--- src/rtl/llc_map.svh ---
// offsets, field positions, reset values and counts of the line lock block
`ifndef LLC_MAP_SVH
`define LLC_MAP_SVH

`define LLC_ADDR_W 8
`define LLC_OFF_REARM 8'h00
`define LLC_OFF_CTRL 8'h04
`define LLC_OFF_STATUS 8'h08
`define LLC_OFF_LOOP 8'h0C

`define LLC_CTRL_W 8
`define LLC_CTRL_RESET 8'h40

`define LLC_ST_COINCIDENCE 0
`define LLC_ST_VIDEO 1
`define LLC_ST_CAL_SWITCH 2
`define LLC_ST_CAL_HOLD 3
`define LLC_ST_DAC_LSB 8

`define LLC_DIV_RATIO 64
`define LLC_LOCK_LINES 4'h8
`define LLC_NOSYNC_LINES 4'h4
`define LLC_CAL_LINE_A 10'h004
`define LLC_CAL_LINE_B 10'h005
`define LLC_FIELD_FIRST 10'h001

`define LLC_BURST_START 6'h06
`define LLC_BURST_END 6'h0A
`define LLC_BLANK_END 6'h0C
`define LLC_SQUARE_HALF 6'h20
`define LLC_LOCK_WIN 10'h020

`define LLC_DAC_MID 8'h80
`define LLC_DAC_SHIFT 6
`define LLC_PD_SHIFT_BASE 4
`endif

--- src/rtl/llc_pkg.sv ---
// types shared by the line lock block
package llc_pkg;

    // control byte, bit 0 first from the right
    typedef struct packed {
        logic yuv_sel;
        logic continuous;
        logic periodic_off;
        logic xtal_14m3;
        logic gate_disable;
        logic gain_high;
        logic filter_long;
        logic line_out_sel;
    } llc_ctrl_t;

    // line-rate output group
    typedef struct packed {
        logic line_rate_square_out;
        logic burst_gate;
        logic [1:0] sandcastle_level;
        logic line_x16_or_composite_sync_out;
    } llc_line_outs_t;

    typedef logic signed [15:0] llc_offset_t;
    typedef logic signed [9:0] llc_phase_t;

endpackage : llc_pkg

--- src/rtl/llc_sync3.sv ---
// three-stage pin synchroniser with agreement of the last two stages
`timescale 1ns/10ps
`default_nettype none
module llc_sync3 #(
    parameter int W = 1,
    parameter logic [W-1:0] INIT = '0
) (
    // clock and reset
    input wire logic clk_sys,
    input wire logic rst_n,
    // pins and clean copy
    input wire logic [W-1:0] pin_in,
    output logic [W-1:0] clean_out
);
    logic [W-1:0] s1_q;
    logic [W-1:0] s2_q;
    logic [W-1:0] s3_q;

    always_ff @(posedge clk_sys or negedge rst_n) begin
        if (!rst_n) begin
            s1_q <= INIT;
            s2_q <= INIT;
            s3_q <= INIT;
        end else begin
            s1_q <= pin_in;
            s2_q <= s1_q;
            s3_q <= s2_q;
        end
    end

    // per bit: a change counts only once stage two and three agree
    always_ff @(posedge clk_sys or negedge rst_n) begin
        if (!rst_n) begin
            clean_out <= INIT;
        end else begin
            for (int i = 0; i < W; i++) begin
                if (s2_q[i] == s3_q[i]) begin
                    clean_out[i] <= s3_q[i];
                end
            end
        end
    end
endmodule : llc_sync3
`default_nettype wire

--- src/rtl/llc_freq_cal.sv ---
// calibration loop: line period comparator and up/down dac counter
`timescale 1ns/10ps
`default_nettype none
`include "llc_map.svh"
module llc_freq_cal #(
    parameter int CNT_W = 14,
    parameter logic [CNT_W-1:0] REF_14M3 = 14'd6356,
    parameter logic [CNT_W-1:0] REF_17M7 = 14'd6400
) (
    // clock and reset
    input wire logic clk_sys,
    input wire logic rst_n,
    // loop side
    input wire logic line_tick,
    input wire logic xtal_14m3,
    input wire logic cal_engaged,
    output logic [7:0] dac_q
);
    logic [CNT_W-1:0] len_q;
    logic [CNT_W-1:0] ref_len;

    // divided crystal reference expressed as a line length
    assign ref_len = xtal_14m3 ? REF_14M3 : REF_17M7;

    always_ff @(posedge clk_sys or negedge rst_n) begin
        if (!rst_n) begin
            len_q <= '0;
        end else if (line_tick) begin
            // the tick cycle itself belongs to the new line
            len_q <= CNT_W'(1);
        end else if (len_q != '1) begin
            len_q <= len_q + 1'b1;
        end
    end

    // only steps while the switch closes the loop; otherwise it would chase
    // the phase loop and lose the stored rate
    always_ff @(posedge clk_sys or negedge rst_n) begin
        if (!rst_n) begin
            dac_q <= `LLC_DAC_MID;
        end else if (line_tick && cal_engaged) begin
            if (len_q < ref_len && dac_q != 8'h00) begin
                dac_q <= dac_q - 8'h01;
            end else if (len_q > ref_len && dac_q != 8'hFF) begin
                dac_q <= dac_q + 8'h01;
            end
        end
    end
endmodule : llc_freq_cal
`default_nettype wire

--- src/rtl/llc_line_lock.sv ---
// horizontal line lock loop with calibration and line-rate outputs
`timescale 1ns/10ps
`default_nettype none
`include "llc_map.svh"
module llc_line_lock #(
    parameter int WORD_W = 24,
    parameter logic [WORD_W-1:0] NOM_WORD = 24'd167772,
    parameter logic [13:0] REF_14M3 = 14'd6356,
    parameter logic [13:0] REF_17M7 = 14'd6400
) (
    // clock and reset
    input wire logic clk_sys,
    input wire logic reset_n,
    // register port
    input wire logic [`LLC_ADDR_W-1:0] reg_addr,
    input wire logic [31:0] reg_wdata,
    input wire logic reg_wr,
    input wire logic reg_rd,
    output logic [31:0] reg_rdata,
    // pins from the sync separator
    input wire logic csync_n_pin,
    input wire logic vert_interval_pin,
    // line-rate outputs
    output llc_pkg::llc_line_outs_t line_outs,
    // analog switch controls
    output logic filter_switch_close,
    output logic calibration_path_switch,
    output logic [2:0] sync_on_output,
    // oscillator state
    output logic [WORD_W-1:0] osc_word,
    output logic coincidence
);
    logic rst_m_q;
    logic rst_n_q;
    llc_pkg::llc_ctrl_t ctrl_q;
    logic cal_hold_q;
    logic cont_eff;
    logic [WORD_W-1:0] acc_q;
    logic [WORD_W:0] acc_sum;
    logic [5:0] div_q;
    logic osc_tick;
    logic line_tick;
    logic csync_s;
    logic vert_s;
    logic csync_prev_q;
    logic vert_prev_q;
    logic sync_edge;
    logic gate_on;
    llc_pkg::llc_phase_t phase_err;
    llc_pkg::llc_offset_t pd_off_q;
    llc_pkg::llc_offset_t pd_step;
    logic [3:0] pd_shift;
    logic [9:0] field_line_q;
    logic [3:0] idle_lines_q;
    logic [3:0] lock_run_q;
    logic edge_seen_q;
    logic video_present;
    logic cal_sw;
    logic [7:0] dac_val;
    logic in_window;

    // offset from nominal oscillator word, clamped at zero below, truncated to the word width above
    function automatic logic [WORD_W-1:0] word_of(
        input llc_pkg::llc_offset_t off);
        logic signed [WORD_W+1:0] w;
        w = $signed({2'b00, NOM_WORD}) + (WORD_W + 2)'(off);
        if (w < 0) begin
            word_of = '0;
        end else begin
            word_of = w[WORD_W-1:0];
        end
    endfunction : word_of

    // reset release through two flops
    always_ff @(posedge clk_sys or negedge reset_n) begin
        if (!reset_n) begin
            rst_m_q <= 1'b0;
            rst_n_q <= 1'b0;
        end else begin
            rst_m_q <= 1'b1;
            rst_n_q <= rst_m_q;
        end
    end

    llc_sync3 #(
        .W(2),
        .INIT(2'b11)
    ) u_pins (
        .clk_sys(clk_sys),
        .rst_n(rst_n_q),
        .pin_in({csync_n_pin, vert_interval_pin}),
        .clean_out({csync_s, vert_s})
    );

    // control register
    always_ff @(posedge clk_sys or negedge rst_n_q) begin
        if (!rst_n_q) begin
            ctrl_q <= `LLC_CTRL_RESET;
        end else if (reg_wr && reg_addr == `LLC_OFF_CTRL) begin
            ctrl_q <= reg_wdata[`LLC_CTRL_W-1:0];
        end
    end

    // power-up hold: freed only by a zero write while the bit is clear
    always_ff @(posedge clk_sys or negedge rst_n_q) begin
        if (!rst_n_q) begin
            cal_hold_q <= 1'b1;
        end else if (reg_wr && reg_addr == `LLC_OFF_REARM &&
                     reg_wdata == 32'h0000_0000 && !ctrl_q.continuous) begin
            cal_hold_q <= 1'b0;
        end
    end

    assign cont_eff = ctrl_q.continuous | cal_hold_q;

    // digital oscillator at 64 times line rate
    assign acc_sum = {1'b0, acc_q} + {1'b0, osc_word};
    assign osc_tick = acc_sum[WORD_W];
    assign line_tick = osc_tick && (div_q == 6'(`LLC_DIV_RATIO - 1));

    // runs unconditionally: no video or vertical term may stop it
    always_ff @(posedge clk_sys or negedge rst_n_q) begin
        if (!rst_n_q) begin
            acc_q <= '0;
            div_q <= 6'h00;
        end else begin
            acc_q <= acc_sum[WORD_W-1:0];
            if (osc_tick) begin
                div_q <= div_q + 6'h01;
            end
        end
    end

    // edges and vertical gating
    always_ff @(posedge clk_sys or negedge rst_n_q) begin
        if (!rst_n_q) begin
            csync_prev_q <= 1'b1;
            vert_prev_q <= 1'b1;
        end else begin
            csync_prev_q <= csync_s;
            vert_prev_q <= vert_s;
        end
    end

    assign gate_on = !ctrl_q.gate_disable && !ctrl_q.gain_high && vert_s;
    assign sync_edge = csync_prev_q && !csync_s;

    // sync leading edge expected at divider phase zero
    assign phase_err = $signed({div_q, acc_q[WORD_W-1 -: 4]});
    assign in_window = (phase_err < $signed(`LLC_LOCK_WIN)) &&
                       (phase_err > -$signed(`LLC_LOCK_WIN));

    // high gain enlarges the step, long filter lengthens the time constant
    always_comb begin
        pd_shift = 4'(`LLC_PD_SHIFT_BASE);
        if (ctrl_q.gain_high) begin
            pd_shift = pd_shift - 4'h2;
        end
        if (ctrl_q.filter_long) begin
            pd_shift = pd_shift + 4'h2;
        end
        pd_step = 16'(phase_err) >>> pd_shift;
    end

    // phase detector integrator, loaded with the dac offset while the dac owns the oscillator
    always_ff @(posedge clk_sys or negedge rst_n_q) begin
        if (!rst_n_q) begin
            pd_off_q <= 16'h0000;
        end else if (cal_sw) begin
            pd_off_q <= 16'($signed({1'b0, dac_val}) - 9'sh080) <<<
                        `LLC_DAC_SHIFT;
        end else if (sync_edge && !gate_on) begin
            pd_off_q <= pd_off_q - pd_step;
        end
    end

    // field line count, line one starts with the vertical interval
    always_ff @(posedge clk_sys or negedge rst_n_q) begin
        if (!rst_n_q) begin
            field_line_q <= 10'h000;
        end else if (vert_s && !vert_prev_q) begin
            field_line_q <= `LLC_FIELD_FIRST;
        end else if (line_tick && field_line_q != 10'h3FF) begin
            field_line_q <= field_line_q + 10'h001;
        end
    end

    // video presence from sync edges within the last few lines
    always_ff @(posedge clk_sys or negedge rst_n_q) begin
        if (!rst_n_q) begin
            idle_lines_q <= `LLC_NOSYNC_LINES;
        end else if (sync_edge) begin
            idle_lines_q <= 4'h0;
        end else if (line_tick && idle_lines_q != `LLC_NOSYNC_LINES) begin
            idle_lines_q <= idle_lines_q + 4'h1;
        end
    end

    assign video_present = idle_lines_q != `LLC_NOSYNC_LINES;

    // coincidence: consecutive lines with an edge inside the window
    always_ff @(posedge clk_sys or negedge rst_n_q) begin
        if (!rst_n_q) begin
            lock_run_q <= 4'h0;
            edge_seen_q <= 1'b0;
        end else if (cont_eff) begin
            lock_run_q <= 4'h0;
            edge_seen_q <= 1'b0;
        end else if (sync_edge && !gate_on) begin
            edge_seen_q <= 1'b1;
            if (!in_window) begin
                lock_run_q <= 4'h0;
            end else if (lock_run_q != `LLC_LOCK_LINES) begin
                lock_run_q <= lock_run_q + 4'h1;
            end
        end else if (line_tick) begin
            edge_seen_q <= 1'b0;
            if (!edge_seen_q && !gate_on) begin
                lock_run_q <= 4'h0;
            end
        end
    end

    // calibration switch position
    always_comb begin
        cal_sw = cont_eff;
        if (!ctrl_q.periodic_off &&
            (field_line_q == `LLC_CAL_LINE_A ||
             field_line_q == `LLC_CAL_LINE_B)) begin
            cal_sw = 1'b1;
        end
    end

    llc_freq_cal #(
        .CNT_W(14),
        .REF_14M3(REF_14M3),
        .REF_17M7(REF_17M7)
    ) u_cal (
        .clk_sys(clk_sys),
        .rst_n(rst_n_q),
        .line_tick(line_tick),
        .xtal_14m3(ctrl_q.xtal_14m3),
        .cal_engaged(cal_sw),
        .dac_q(dac_val)
    );

    // oscillator word: dac through the switch, else the phase detector
    always_ff @(posedge clk_sys or negedge rst_n_q) begin
        if (!rst_n_q) begin
            osc_word <= NOM_WORD;
        end else if (cal_sw) begin
            // signed offset: a dac below mid must slow the oscillator
            osc_word <= word_of(16'($signed({1'b0, dac_val}) - 9'sh080) <<<
                                `LLC_DAC_SHIFT);
        end else begin
            osc_word <= word_of(pd_off_q);
        end
    end

    // line-rate outputs decoded from the divider phase, the composite sync choice from csync_s while video is present, else held high
    always_ff @(posedge clk_sys or negedge rst_n_q) begin
        if (!rst_n_q) begin
            line_outs <= '0;
            line_outs.line_x16_or_composite_sync_out <= 1'b1;
        end else begin
            line_outs.line_rate_square_out <= div_q < `LLC_SQUARE_HALF;
            line_outs.burst_gate <= div_q >= `LLC_BURST_START &&
                                    div_q < `LLC_BURST_END;
            if (div_q >= `LLC_BURST_START && div_q < `LLC_BURST_END) begin
                line_outs.sandcastle_level <= 2'h2;
            end else if (div_q < `LLC_BLANK_END) begin
                line_outs.sandcastle_level <= 2'h1;
            end else begin
                line_outs.sandcastle_level <= 2'h0;
            end
            if (!ctrl_q.line_out_sel) begin
                line_outs.line_x16_or_composite_sync_out <= div_q[1];
            end else if (!video_present) begin
                line_outs.line_x16_or_composite_sync_out <= 1'b1;
            end else begin
                line_outs.line_x16_or_composite_sync_out <= csync_s;
            end
        end
    end

    // switch controls and status flops
    always_ff @(posedge clk_sys or negedge rst_n_q) begin
        if (!rst_n_q) begin
            filter_switch_close <= 1'b0;
            calibration_path_switch <= 1'b1;
            sync_on_output <= 3'h7;
            coincidence <= 1'b0;
        end else begin
            filter_switch_close <= ctrl_q.filter_long;
            calibration_path_switch <= cal_sw;
            sync_on_output <= ctrl_q.yuv_sel ? 3'h2 : 3'h7;
            coincidence <= !cont_eff &&
                           lock_run_q == `LLC_LOCK_LINES;
        end
    end

    // read port, data one cycle after the strobe, zero otherwise
    always_ff @(posedge clk_sys or negedge rst_n_q) begin
        if (!rst_n_q) begin
            reg_rdata <= 32'h0000_0000;
        end else if (reg_rd) begin
            unique case (reg_addr)
                `LLC_OFF_CTRL: begin
                    reg_rdata <= {24'h000000, ctrl_q};
                end
                `LLC_OFF_STATUS: begin
                    reg_rdata <= 32'h0000_0000;
                    reg_rdata[`LLC_ST_COINCIDENCE] <= coincidence;
                    reg_rdata[`LLC_ST_VIDEO] <= video_present;
                    reg_rdata[`LLC_ST_CAL_SWITCH] <= cal_sw;
                    reg_rdata[`LLC_ST_CAL_HOLD] <= cal_hold_q;
                    reg_rdata[`LLC_ST_DAC_LSB +: 8] <= dac_val;
                end
                `LLC_OFF_LOOP: begin
                    reg_rdata <= {16'h0000, pd_off_q};
                end
                default: begin
                    reg_rdata <= 32'h0000_0000;
                end
            endcase
        end else begin
            reg_rdata <= 32'h0000_0000;
        end
    end
endmodule : llc_line_lock
`default_nettype wire

--- config.mk ---
export PLATFORM = sky130hd
export DESIGN_NAME = llc_line_lock
export DESIGN_NICKNAME = d
export VERILOG_FILES = /design/src/rtl/llc_pkg.sv /design/src/rtl/llc_sync3.sv /design/src/rtl/llc_freq_cal.sv /design/src/rtl/llc_line_lock.sv
export VERILOG_INCLUDE_DIRS = /design/src /design/src/rtl
export SDC_FILE = /design/constraint.sdc
export NUM_CORES = 1
export LEC_CHECK = 0
export BUFFER_PORTS_ARGS = -buffer_cell sky130_fd_sc_hd__buf_2
export CORE_ASPECT_RATIO = 0.5
export CORE_MARGIN = 2
export CORE_UTILIZATION = 50
export CTS_BUF_LIST = sky130_fd_sc_hd__clkbuf_8
export CTS_CLUSTER_DIAMETER = 100
export DETAILED_ROUTE_END_ITERATION = 8
export GPL_TIMING_DRIVEN = 0
export PLACE_DENSITY = 0.79
export SYNTH_ARGS = -nofsm -noshare
export SYNTH_HDL_FRONTEND = slang
export SYNTH_SLANG_ARGS = --single-unit
--- constraint.sdc ---
create_clock -name clk_sys -period 14 [get_ports clk_sys]
set_input_delay 2.1 -clock clk_sys [delete_from_list [all_inputs] [get_ports clk_sys]]
set_output_delay 2.1 -clock clk_sys [all_outputs]
set_load 0.03 [all_outputs]
==> flow_summary.toml <==
[clocking]
cts_tree = "yes"
cts-root-buf = "clkbuf_8"
post_cts_buffers = 0
clock_path_buffers = 2
worstSkewPairLatency_ns = 0.47
cts_inserted_buffers = 17
cts_hold_buf = 0
h-tree-depth = 4
clk_pin_slew_ns = 0.09
cts.sinks = 149
ctsResizeCount = 0

[power_and_ir_drop]
intPower_uw = 1130
power.clock.fraction_pct = 18.4
switchingPower_uw = 832
power_density_nw_per_um2 = 190
swShare_pct = 42.3
power_frac_seq_pct = 33.3
cellLeakagePower_uw = 0.00470
ir_drop_v = 0.000117
pwr-share-comb_pct = 48.3

[grt]
grt_pass1_wl_um = 36200
grt_pass1_vias = 7319
grt_max_degree = 66
grt.total_usage_pct = 23.5
overflow = 0
antenna_found_initial = 0

[yosys]
yosys-top-cells-area = "dfrtp_1, ha_1, dfstp_2"
synth_most_common_cell = "dfrtp_1"
synth-seq-area-share_pct = 41.6
synthArstFlopShare_pct = 100
yosysTopAreaCellShare_pct = 34.1
yosys-top-cells-count = "dfrtp_1, nor2_1, a21oi_1, nand2_1, ha_1"
avgSynthCellArea_um2 = 9.66
synth-edff-count = 0
synth_area_um2 = 9030
synth.ff_latch_count = 149
synth_top_area_cell = "dfrtp_1"
synthDistinctLibCells = 75
netlist_instances = 935
synth_ff_type = "dfrtp_1"
yosys_warnings = 0

[routing]
first_iter_violations = 492
drc = 0
drt_wl_total_um = 22100
dr.pass1.iters = 5
post_drt_wl_per_cell_um = 16.8
vias_per_cell = 5.72
num_vias = 7515
drtAntennaViolNets = 0

[timing]
period_needed_ns = 4.10
fin_crit_sh_pct = 29.3
holdWs_ns = 0.298
setup_tns_ns = 0
relSlewSlack_pct = 46.6
fmax_mhz = 244
hold_viol_final = 0
finalSetupViolCount = 0
slew_violations = 0
fin_worst_skew_ns = 0.0296
worstMarginPinSlew_ns = 0.790
rsz0062_at_grt = "no"

[layout]
num-fill-cells = 1493
diodes = 0
drive_gt1_share_pct = 20.3
multi_input_area_um2 = 4770
nets = 1172
area_delta_synth_final_pct = 14.4
seqCellArea_um2 = 3760
final_cell_area_um2 = 10300

[placement]
gp_congestion = 0.939
dp_hpwl_um = 16500
port_buffers = 87
placed_area_um2 = 9900

[floorplanning]
rows = 34
die_y_um = 99.0
core_area_um2 = 17500
io_pins = 113
die-area_um2 = 19200
start_util_pct = 51.5
chipWidth_um = 194

[worst_setup_path]
critical_path_arrival_ns = 4.49
startpoint = "ctrl_q[4]$_DFFE_PN0P_"
end_kind = "register"
regToRegStartpoint = "ctrl_q[4]$_DFFE_PN0P_"
critPathKind = "register to register"
crit_fanout = 6
startpoint_type = "register"
reg2regPathDepth = 17
worst_ep_required_time_ns = 14.39

[outcome]
status = "finished, final reports clean"

[worst_hold_path]
hold_class = "register to async pin"

[run]
maxCapViolCount = 0
[stage by stage]
stage          std cells  total power, µW  setup slack [ns]  util, %
6_report            1313             1970              9.90     58.9
5_1_grt             1313             2100              9.62     58.9
4_1_cts             1313             1960              9.96     58.9
3_5_place_dp        1281             1590              9.98     56.5
3_3_place_gp        1279             1540              8.01     56.2
2_1_floorplan        958             1370              9.59        -
[critical path: stages (launching register included)]
cell	delay, ns
dfrtp_1	0.48
inv_1	0.13
ha_1	0.30
a21o_1	0.15
a2111oi_0	0.48
o21a_1	0.19
o21ai_0	0.15
or2_1	0.34
inv_1	0.20
ha_1	0.27
a21o_1	0.16
a21oi_1	0.23
o21bai_1	0.10
a21oi_1	0.25
o21ai_0	0.16
xor2_1	0.16
nor2_1	0.12
xor2_1	0.15
[final timing paths]
check / endpoint / slack, ns
max: u_cal.dac_q[7]$_DFFE_PN1P_ / 9.90
max in group asynchronous: rst_n_q$_DFF_PN0_ / 12.47
max reg2reg: u_cal.dac_q[7]$_DFFE_PN1P_ / 9.90
min in group clk_sys: rst_n_q$_DFF_PN0_ / 0.35
min reg2reg: u_cal.len_q[8]$_DFFE_PN0P_ / 0.30
min: u_cal.len_q[8]$_DFFE_PN0P_ / 0.30
[power by group through the flow]
stage / clock network [µW] / logic [µW] / registers (µW)
after floorplan: 0 / 693 / 674
after global placement: 0 / 884 / 660
after detailed placement: 0 / 934 / 659
after CTS: 366 / 942 / 652
after global routing: 386 / 1050 / 667
final: 363 / 949 / 655
[state kept, by name (all words and copies together), names as in the netlist, 4 cells and up]
register	cells
reg_rdata	16
line_outs	4
u_cal.dac_q	8
pd_off_q	16
u_cal.len_q	14
lock_run_q	4
idle_lines_q	4
acc_q	24
ctrl_q	8
osc_word	17
field_line_q	10
div_q	6
[placed cells by master, fill, tap and decap left out, types with 28 or more instances in the layout]
| cell | netlist | layout |
|---|---|---|
| dfrtp_1 | 123 | 122 |
| a21oi_1 | 61 | 61 |
| inv_1 | 37 | 38 |
| ha_1 | 57 | 57 |
| nor3_1 | 28 | 28 |
| nand2_1 | 61 | 61 |
| xnor2_1 | 35 | 35 |
| buf_4 | 30 | 30 |
| buf_2 | 3 | 90 |
| o21ai_0 | 38 | 38 |
| nor2_1 | 89 | 89 |
[per-layer routing]
| layer | vias to the layer above | global-route usage [%] | wire length (µm) | part of all wire (%) |
|---|---|---|---|---|
| li1 | 3523 | - | - | - |
| met1 | 3666 | 30.9 | 9680 | 44 |
| met2 | 275 | 37.9 | 10100 | 46 |
| met3 | 51 | 5.58 | 1660 | 7.5 |
| met4 | 0 | 9.62 | 666 | 3.0 |
| met5 | - | 0 | 0 | 0 |
[cell type report]
class,instances,area share [%]
Multi-Input combinational cell,704,46.2
Inverter,39,1.44
Clock buffer,18,2.40
Clock inverter,14,1.72
Timing Repair Buffer,89,4.75
Sequential cell,149,36.4
Buffer,66,4.19
Tap cell,234,2.83
[logic make-up after synthesis]
family | count (synthesis) | synth area share [%]
flops | 149 | 41.6
other cells | 2 | 0.0832
mux | 37 | 4.35
simple gates | 326 | 19.1
buf+inv | 105 | 6.44
fa+ha+maj | 62 | 8.78
compound gates | 192 | 13.6
xor+xnor | 62 | 6.01
(Power assumes the default switching activity.)
